--- src/mbp_pkg.sv ---
package mbp_pkg;

  // Host bus configurations
  typedef enum logic [2:0] {
    MBP_CFG_STD   = 3'b000,
    MBP_CFG_ONE   = 3'b001,
    MBP_CFG_PAGE1 = 3'b010,
    MBP_CFG_PAGE2 = 3'b011,
    MBP_CFG_BURST = 3'b100,
    MBP_CFG_DSRW  = 3'b101
  } mbp_cfg_t;

  // Port output multiplexer selects
  typedef enum logic [1:0] {
    MBP_OSEL_DATA = 2'b00,
    MBP_OSEL_ADDR = 2'b01,
    MBP_OSEL_MCEL = 2'b10,
    MBP_OSEL_CS   = 2'b11
  } mbp_osel_t;

  // Readback sources
  typedef enum logic [2:0] {
    MBP_RB_DOUT = 3'b000,
    MBP_RB_MCEL = 3'b001,
    MBP_RB_DIR  = 3'b010,
    MBP_RB_CTRL = 3'b011,
    MBP_RB_PIN  = 3'b100,
    MBP_RB_IMC  = 3'b101
  } mbp_rbsel_t;

  // Input macrocell modes
  typedef enum logic [1:0] {
    MBP_IMC_DIRECT = 2'b00,
    MBP_IMC_LATCH  = 2'b01,
    MBP_IMC_REG    = 2'b10
  } mbp_imc_t;

  localparam int unsigned MBP_PORT_W   = 8;
  localparam int unsigned MBP_PORTD_W  = 3;
  localparam int unsigned MBP_NPORTS   = 4;
  localparam int unsigned MBP_ADDR_W   = 20;
  localparam logic [7:0]  MBP_DIR_RST  = 8'h00;
  localparam logic [7:0]  MBP_DOUT_RST = 8'h00;
  localparam logic [7:0]  MBP_CTRL_RST = 8'h00;
  localparam logic [19:0] MBP_ADDR_RST = 20'h00000;

  // Host strobes after configuration mapping
  typedef struct packed {
    logic wrStb;
    logic rdStb;
    logic psStb;
  } mbp_strobe_t;

endpackage

--- src/mbp_port_pin.sv ---
module mbp_port_pin
  import mbp_pkg::*;
(
  // Clock and reset
  input  wire logic                core_clk,
  input  wire logic                rst,
  // Per-pin configuration
  input  wire mbp_pkg::mbp_osel_t  outSel,
  input  wire mbp_pkg::mbp_imc_t   imcMode,
  input  wire logic                imcUseTerm,
  // Sources
  input  wire logic                dataOut,
  input  wire logic                addrBit,
  input  wire logic                mcelOut,
  input  wire logic                chipSel,
  input  wire logic                dirBit,
  input  wire logic                oeTerm,
  input  wire logic                imcTerm,
  input  wire logic                aleEdge,
  input  wire logic                pinIn,
  // Results
  output logic                     pinOut,
  output logic                     pinOeN,
  output logic                     imcOut
);
  logic imcHold;
  logic imcStb;

  assign imcStb = imcUseTerm ? imcTerm : aleEdge;

  // Output multiplexer
  always_ff @(posedge core_clk) begin
    if (rst) begin
      pinOut <= 1'b0;
    end else begin
      case (outSel)
        MBP_OSEL_DATA: pinOut <= dataOut;
        MBP_OSEL_ADDR: pinOut <= addrBit;
        MBP_OSEL_MCEL: pinOut <= mcelOut;
        default:       pinOut <= chipSel;
      endcase
    end
  end

  // Enable is OR of product term and direction; active low
  always_ff @(posedge core_clk) begin
    if (rst) begin
      pinOeN <= 1'b1;
    end else begin
      pinOeN <= ~(oeTerm | dirBit);
    end
  end

  always_ff @(posedge core_clk) begin
    if (rst) begin
      imcHold <= 1'b0;
    end else if (imcStb) begin
      imcHold <= pinIn;
    end
  end

  always_ff @(posedge core_clk) begin
    if (rst) begin
      imcOut <= 1'b0;
    end else begin
      case (imcMode)
        MBP_IMC_LATCH: imcOut <= imcStb ? pinIn : imcHold;
        MBP_IMC_REG:   imcOut <= imcHold;
        default:       imcOut <= pinIn;
      endcase
    end
  end
endmodule

--- src/mbp_strobe_map.sv ---
module mbp_strobe_map
  import mbp_pkg::*;
(
  // Configuration
  input  wire mbp_pkg::mbp_cfg_t    busCfg,
  // Control inputs
  input  wire logic                 control_input_0,
  input  wire logic                 control_input_1,
  input  wire logic                 control_input_2,
  // Mapped strobes
  output mbp_pkg::mbp_strobe_t      stb
);
  always_comb begin
    stb = '{wrStb: 1'b0, rdStb: 1'b0, psStb: 1'b0};
    case (busCfg)
      MBP_CFG_PAGE1, MBP_CFG_PAGE2: begin
        stb.wrStb = control_input_0;
        stb.psStb = control_input_1;
      end
      MBP_CFG_BURST: begin
        stb.wrStb = control_input_0;
        stb.rdStb = control_input_1;
        stb.psStb = control_input_2;
      end
      MBP_CFG_DSRW: begin
        // Control 0 is read/not-write, control 1 is data strobe
        stb.wrStb = control_input_1 & ~control_input_0;
        stb.rdStb = control_input_1 & control_input_0;
      end
      default: begin
        stb.wrStb = control_input_0;
        stb.rdStb = control_input_1;
        stb.psStb = control_input_2;
      end
    endcase
  end
endmodule

--- src/mbp_bus_port.sv ---
module mbp_bus_port
  import mbp_pkg::*;
(
  // Clock and reset
  input  wire logic                    core_clk,
  input  wire logic                    rst,
  // Static configuration
  input  wire mbp_pkg::mbp_cfg_t       busCfg,
  input  wire logic                    addr16OnPortA,
  input  wire logic [3:0][7:0]         imcModeFlat,
  input  wire logic [2:0]              imcUseTerm,
  input  wire logic [3:0][15:0]        outSelCfg,
  // Host bus
  input  wire logic                    addr_strobe_alt,
  input  wire logic                    high_byte_enable,
  input  wire logic                    control_input_0,
  input  wire logic                    control_input_1,
  input  wire logic                    control_input_2,
  input  wire logic [7:0]              adIn,
  input  wire logic [3:0]              lowAddrIn,
  output logic [7:0]                   adOut,
  output logic                         adOeN,
  // Resource select from decode logic
  input  wire logic                    resourceSel,
  // Port register access
  input  wire logic                    regWrite,
  input  wire logic [1:0]              regPort,
  input  wire logic [1:0]              regKind,
  input  wire logic [7:0]              regWdata,
  input  wire mbp_pkg::mbp_rbsel_t     rbSel,
  // Logic array signals
  input  wire logic [3:0][7:0]         mcelOut,
  input  wire logic [3:0][7:0]         chipSel,
  input  wire logic [3:0][7:0]         oeTerm,
  input  wire logic [2:0][1:0]         imcTerm,
  // Pins
  input  wire logic [3:0][7:0]         pinIn,
  output logic [3:0][7:0]              pinOut,
  output logic [3:0][7:0]              pinOeN,
  // Decoded outputs
  output logic [19:0]                  hostAddr,
  output logic                         oddByte,
  output mbp_pkg::mbp_strobe_t         hostStb,
  output logic [2:0][7:0]              imcBus,
  output logic [7:0]                   readback
);
  import mbp_pkg::*;

  logic [3:0][7:0]    dataOutReg;
  logic [3:0][7:0]    dirReg;
  logic [1:0][7:0]    ctrlReg;
  logic [19:0]        latAddr;
  logic               aleDly;
  logic               aleEdge;
  mbp_strobe_t        stbNow;
  logic [3:0][7:0]    pinOutW;
  logic [3:0][7:0]    pinOeW;
  logic [3:0][7:0]    imcW;
  logic [3:0][7:0]    portMask;
  logic [19:0]        next_addr;

  assign aleEdge = addr_strobe_alt & ~aleDly;

  always_ff @(posedge core_clk) begin
    if (rst) begin
      aleDly <= 1'b0;
    end else begin
      aleDly <= addr_strobe_alt;
    end
  end

  mbp_strobe_map u_map (
    .busCfg          (busCfg),
    .control_input_0 (control_input_0),
    .control_input_1 (control_input_1),
    .control_input_2 (control_input_2),
    .stb             (stbNow)
  );

  // Address latch per bus style
  always_ff @(posedge core_clk) begin
    if (rst) begin
      latAddr <= MBP_ADDR_RST;
    end else if (aleEdge) begin
      case (busCfg)
        // MBP_CFG_PAGE2 is a page bus and latches the high byte; its low byte is tracked live below
        MBP_CFG_PAGE2: latAddr[15:8] <= adIn;
        MBP_CFG_BURST: latAddr[11:4] <= adIn;
        default:       latAddr[7:0]  <= adIn;
      endcase
    end
  end

  // Upper bits held between strobes except address 16 when addr16OnPortA; low lines tracked live for MBP_CFG_PAGE2 and MBP_CFG_BURST only
  always_comb begin
    next_addr = latAddr;
    case (busCfg)
      MBP_CFG_PAGE2: next_addr[7:0] = adIn;
      MBP_CFG_BURST: next_addr[3:0] = lowAddrIn;
      default: next_addr = latAddr;
    endcase
    if (addr16OnPortA) begin
      next_addr[16] = pinIn[0][0];
    end
  end

  always_ff @(posedge core_clk) begin
    if (rst) begin
      hostAddr <= MBP_ADDR_RST;
      oddByte  <= 1'b0;
    end else begin
      hostAddr <= next_addr;
      oddByte  <= next_addr[0];
    end
  end

  always_ff @(posedge core_clk) begin
    if (rst) begin
      hostStb <= '{wrStb: 1'b0, rdStb: 1'b0, psStb: 1'b0};
    end else begin
      hostStb <= stbNow;
    end
  end

  // Port registers written by the host
  always_ff @(posedge core_clk) begin
    if (rst) begin
      dataOutReg <= {4{MBP_DOUT_RST}};
      dirReg     <= {4{MBP_DIR_RST}};
      ctrlReg    <= {2{MBP_CTRL_RST}};
    end else if (regWrite) begin
      case (regKind)
        2'h0: dataOutReg[regPort] <= regWdata & portMask[regPort];
        2'h1: dirReg[regPort]     <= regWdata & portMask[regPort];
        2'h2: begin
          if (regPort < 2'h2) begin
            ctrlReg[regPort[0]] <= regWdata;
          end
        end
        default: ;
      endcase
    end
  end

  assign portMask = {8'h07, 8'hff, 8'hff, 8'hff};

  // Pin slices
  genvar gp;
  genvar gb;
  generate
    for (gp = 0; gp < 4; gp++) begin : g_port
      for (gb = 0; gb < 8; gb++) begin : g_bit
        if (gp < 3 || gb < MBP_PORTD_W) begin : g_pin
          mbp_osel_t selW;
          always_comb begin
            selW = mbp_osel_t'(outSelCfg[gp][2*gb +: 2]);
            // Control register forces address out on ports A and B
            if (gp < 2 && ctrlReg[gp][gb]) begin
              selW = MBP_OSEL_ADDR;
            end
          end
          mbp_port_pin u_pin (
            .core_clk   (core_clk),
            .rst        (rst),
            .outSel     (selW),
            .imcMode    (mbp_imc_t'(imcModeFlat[gp][2*(gb%4) +: 2])),
            .imcUseTerm ((gp < 3) ? imcUseTerm[gp % 3] : 1'b0),
            .dataOut    (dataOutReg[gp][gb]),
            .addrBit    (latAddr[gb]),
            .mcelOut    (mcelOut[gp][gb]),
            .chipSel    (chipSel[gp][gb]),
            .dirBit     (dirReg[gp][gb]),
            .oeTerm     (oeTerm[gp][gb]),
            .imcTerm    ((gp < 3) ? imcTerm[gp % 3][gb / 4] : 1'b0),
            .aleEdge    (aleEdge),
            .pinIn      (pinIn[gp][gb]),
            .pinOut     (pinOutW[gp][gb]),
            .pinOeN     (pinOeW[gp][gb]),
            .imcOut     (imcW[gp][gb])
          );
        end else begin : g_none
          assign pinOutW[gp][gb] = 1'b0;
          assign pinOeW[gp][gb]  = 1'b1;
          assign imcW[gp][gb]    = 1'b0;
        end
      end
    end
  endgenerate

  assign pinOut = pinOutW;
  assign pinOeN = pinOeW;

  always_ff @(posedge core_clk) begin
    if (rst) begin
      imcBus <= '0;
    end else begin
      imcBus <= {imcW[2], imcW[1], imcW[0]};
    end
  end

  // Readback buffer: one source at a time
  always_ff @(posedge core_clk) begin
    if (rst) begin
      readback <= 8'h00;
    end else begin
      case (rbSel)
        MBP_RB_DOUT: readback <= dataOutReg[regPort];
        MBP_RB_MCEL: readback <= mcelOut[regPort] & portMask[regPort];
        MBP_RB_DIR:  readback <= dirReg[regPort];
        MBP_RB_CTRL: readback <= (regPort < 2'h2) ? ctrlReg[regPort[0]] : 8'h00;
        MBP_RB_PIN:  readback <= pinIn[regPort] & portMask[regPort];
        MBP_RB_IMC:  readback <= (regPort < 2'h3) ? imcW[regPort] : 8'h00;
        default:     readback <= 8'h00;
      endcase
    end
  end

  // Shared lines driven only during a selected read
  always_ff @(posedge core_clk) begin
    if (rst) begin
      adOut <= 8'h00;
      adOeN <= 1'b1;
    end else begin
      adOut <= readback;
      adOeN <= ~(resourceSel & (stbNow.rdStb | stbNow.psStb));
    end
  end
endmodule

--- config.mk ---
export PLATFORM = sky130hd
export DESIGN_NAME = mbp_bus_port
export DESIGN_NICKNAME = d
export VERILOG_FILES = /design/src/mbp_pkg.sv /design/src/mbp_port_pin.sv /design/src/mbp_strobe_map.sv /design/src/mbp_bus_port.sv
export SDC_FILE = /design/constraint.sdc
export NUM_CORES = 1
export LEC_CHECK = 0
export ABC_AREA = 0
export BUFFER_PORTS_ARGS = -buffer_cell sky130_fd_sc_hd__buf_4
export CAP_MARGIN = 25
export CELL_PAD_IN_SITES_DETAIL_PLACEMENT = 1
export CELL_PAD_IN_SITES_GLOBAL_PLACEMENT = 1
export CORE_ASPECT_RATIO = 0.9
export CORE_MARGIN = 1.5
export CORE_UTILIZATION = 34
export CTS_BUF_LIST = sky130_fd_sc_hd__clkbuf_8 sky130_fd_sc_hd__clkbuf_16
export CTS_CLUSTER_DIAMETER = 40
export CTS_CLUSTER_SIZE = 40
export DETAILED_ROUTE_END_ITERATION = 8
export GPL_TIMING_DRIVEN = 0
export PLACE_DENSITY = 0.78
export REMOVE_ABC_BUFFERS = 1
export SYNTH_ARGS = -nofsm -noshare
export SYNTH_HDL_FRONTEND = slang
export SYNTH_SLANG_ARGS = --single-unit
--- constraint.sdc ---
create_clock -name core_clk -period 1.5 [get_ports core_clk]
set_input_delay 0 -clock core_clk [delete_from_list [all_inputs] [get_ports core_clk]]
set_output_delay 0 -clock core_clk [all_outputs]
set_load 0.02 [all_outputs]
==> metrics.txt <==
status=finished, violations left; failing checks=negative setup slack; Crit path largest cell delay=0.41 ns; Async SR Flop Fraction=0; Worst-path clk slew=0.06 ns; gp weighted congestion=between 0.7 and 0.8; drt initial violations=roughly 630; Crit Path Category=register to register; routed vias=about 12,000; Pleak=about 8.5 nW; Power, Total=21.74 mW; Yosys reg bits=260; Slowest-stage cell, CP=or3b_4; storage element area=~5200 um^2; setup TNS=-0.3098 ns; GRT Residual Overflow=0; vias in the first global route=13,960; dominant cells by area after synthesis=dfxtp_1, mux2i_1, buf_4, nor2_1, a21oi_1; first-pass GRT wire length=84,240 um; initial antenna violation count=7; non-filler instance count after layout=around 2,300; Critical Path Fanout Max=8; wire per inst=24.44 um; fmax=613.2 MHz; Final nets=~2,100; final critical-path share of the clock period=1.087; worst-margin pin slew=between 0.7 and 0.8 ns; Netlist cell types=60; Placeable Area=between 30,000 and 40,000 um^2; Fill cells=~3,800; critical path, cell by cell=or3b_4 > buf_12 > a21oi_4 > o21ai_2 > a221oi_2; Worst Path Buf+Inv=1; Max-Slew Margin vs Limit=0.5095; # IOs=about 400; 1st-pass router iterations=5; final hold viol count=0; CTS max path bufs=3; Max-Cap Viols=0; pwr dens=1123 nW/um^2; Chip Height=182.9 um; area of the multi-input gates=6362 um^2; vias per inst=around 5.3; ys flop type=dfxtp_1; Num CTS Buffers=between 40 and 50; CTS tree=yes; # DRC=0; Top delay family on crit path=compound AO/OA/AOI/OAI gates; fin. max-slew vios=0; crit end category=register; register area share after synthesis=0.4256; pin count of the biggest net entering global routing=130; Die ar.=approximately 37,000 um^2; Placement Setup Slack=-1.119 ns; hpwl dp=32,550 um; Placed Instances=1,983; post-route cell area=19,350 um^2; Layout area overhead=58.27%; Netlist Area Pre-Place=12,230 um^2; CTS sink count=260; row count=between 60 and 70; cell area after placement=14,630 um^2; top-area cell type share of the netlist area=0.4256; Die W=202.9 um; skew final=about 0.022 ns; cell taking the most area after synthesis=dfxtp_1; cells after synthesis=1,297; Startpoint Class=register; Synth top cells by count=dfxtp_1, mux2i_1, nor2_1; Buffers on Ports=349; Tmin final=1.631 ns; Post-Route Utilization=0.5496; layout cells sized above 1=0.3119; Mean Syn Cell Area=roughly 9.4 um^2; CTS H-tree lvls=2; Post-synth EDFFs=0; antenna-violating nets left=0; clk_lat worst skew=0.56 ns; peak supply drop=about 0.00082 V; Ys Warns=0; Initial Util=0.3473; Worst Path Required=1.94 ns; Min-Delay Path Class=input port to register; overall routing resource usage=0.2982; worst setup margin=-0.1307 ns; CP Data Arrival Time=just over 2 ns; most instantiated library cell after synthesis=dfxtp_1; unrepaired setup endpoints after global routing=true; Post-Route WL=approximately 57,000 um; Hold WS=0.008755 ns; Final setup viols=9; clock tree root buffer cell=clkbuf_16
==> registers in the layout, summed over array words and instances (netlist names) <==
| name | flops |
|---|---|
| adOeN | 1 |
| adOut | 8 |
| aleDly | 1 |
| ctrlReg | 16 |
| dataOutReg | 32 |
| dirReg | 32 |
| g_port.g_bit.g_pin.u_pin.imcHold | 24 |
| g_port.g_bit.g_pin.u_pin.imcOut | 24 |
| g_port.g_bit.g_pin.u_pin.pinOeN | 27 |
| g_port.g_bit.g_pin.u_pin.pinOut | 27 |
| hostAddr | 17 |
| hostStb | 3 |
| imcBus | 24 |
| latAddr | 16 |
| readback | 8 |
==> kinds of logic after synthesis <==
group	synth area share
xor+xnor	0.0007163
flops	0.4256
compound gates	0.1427
fa+ha+maj	0.02456
buf+inv	0.09218
simple gates	0.1612
other cells	0.0006141
mux	0.1523
==> repair_timing <==
| action | 4_1_cts | 5_1_grt |
|---|---|---|
| pin swaps | 9 | 19 |
| cloned | 3 | 0 |
| hold buffers | 252 | 0 |
| buffers inserted | 6 | 8 |
| hold endpoints to repair | 227 | 0 |
| resized for setup | 47 | 50 |
| endpoints found under the setup margin | 100 | 45 |
==> metal layers <==
layer  part of all wire  track usage  routed length (um)  vias up
li1                   -            -                   -     5573
met1               0.40       0.3524               23130     6148
met2               0.50       0.5330               28790      539
met3              0.056      0.05330                3235      143
met4              0.036       0.1209                2084        4
met5            0.00031            0                  18        -
==> area by class of cell <==
class                           instances  area share
Multi-Input combinational cell        848      0.3287
Timing Repair Buffer                  618      0.2777
Sequential cell                       260      0.2693
Clock buffer                           50     0.06406
Tap cell                              469     0.03032
Clock inverter                         36     0.01817
Inverter                               57     0.01105
Antenna cell                            5   0.0006465
==> worst paths after layout <==
path	slack, ns	end	startpoint	depth (start not counted)
max	-0.13	g_port[0].g_bit[3].g_pin.u_pin.imcOut	aleDly	5
min	0.009	g_port[1].g_bit[0].g_pin.u_pin.imcOut	imcModeFlat[8]	4
max reg2reg	-0.13	g_port[0].g_bit[3].g_pin.u_pin.imcOut	aleDly	5
min reg2reg	0.46	dataOutReg[30]	dataOutReg[30]	1
==> report_power, final <==
group          internal (mW)  switching (mW)
Clock                   6.87            4.00
Sequential              7.22           0.208
Combinational           1.72            1.72
Total                   15.8            5.93
==> cell usage in the layout, fill, tap and decap left out, types with 9 or more instances in the layout <==
cell type and n:
a211oi_1 11, a21oi_1 71, a21oi_4 11, a221oi_2 9
a31oi_1 25, and2_1 11, buf_4 359, clkbuf_16 49
conb_1 13, dfxtp_1 256, dlygate4sd3_1 248, ha_1 23
inv_1 64, mux2_2 17, mux2i_1 124, mux4_2 16
nand2_1 76, nand3_1 31, nand3b_1 9, nor2_1 116
nor2b_1 54, nor3_1 16, o211ai_1 12, o21ba_2 13
o21bai_1 27, o22a_1 16, o22ai_1 20, or3b_4 10
==> worst reg2reg max path, delay by kind of cell, from the launching register on <==
family	cells	cell delay (ns)
compound gates	3	0.57
simple gates	1	0.41
flops	1	0.38
buf+inv	1	0.17
Power figures use the tool's default switching activity.
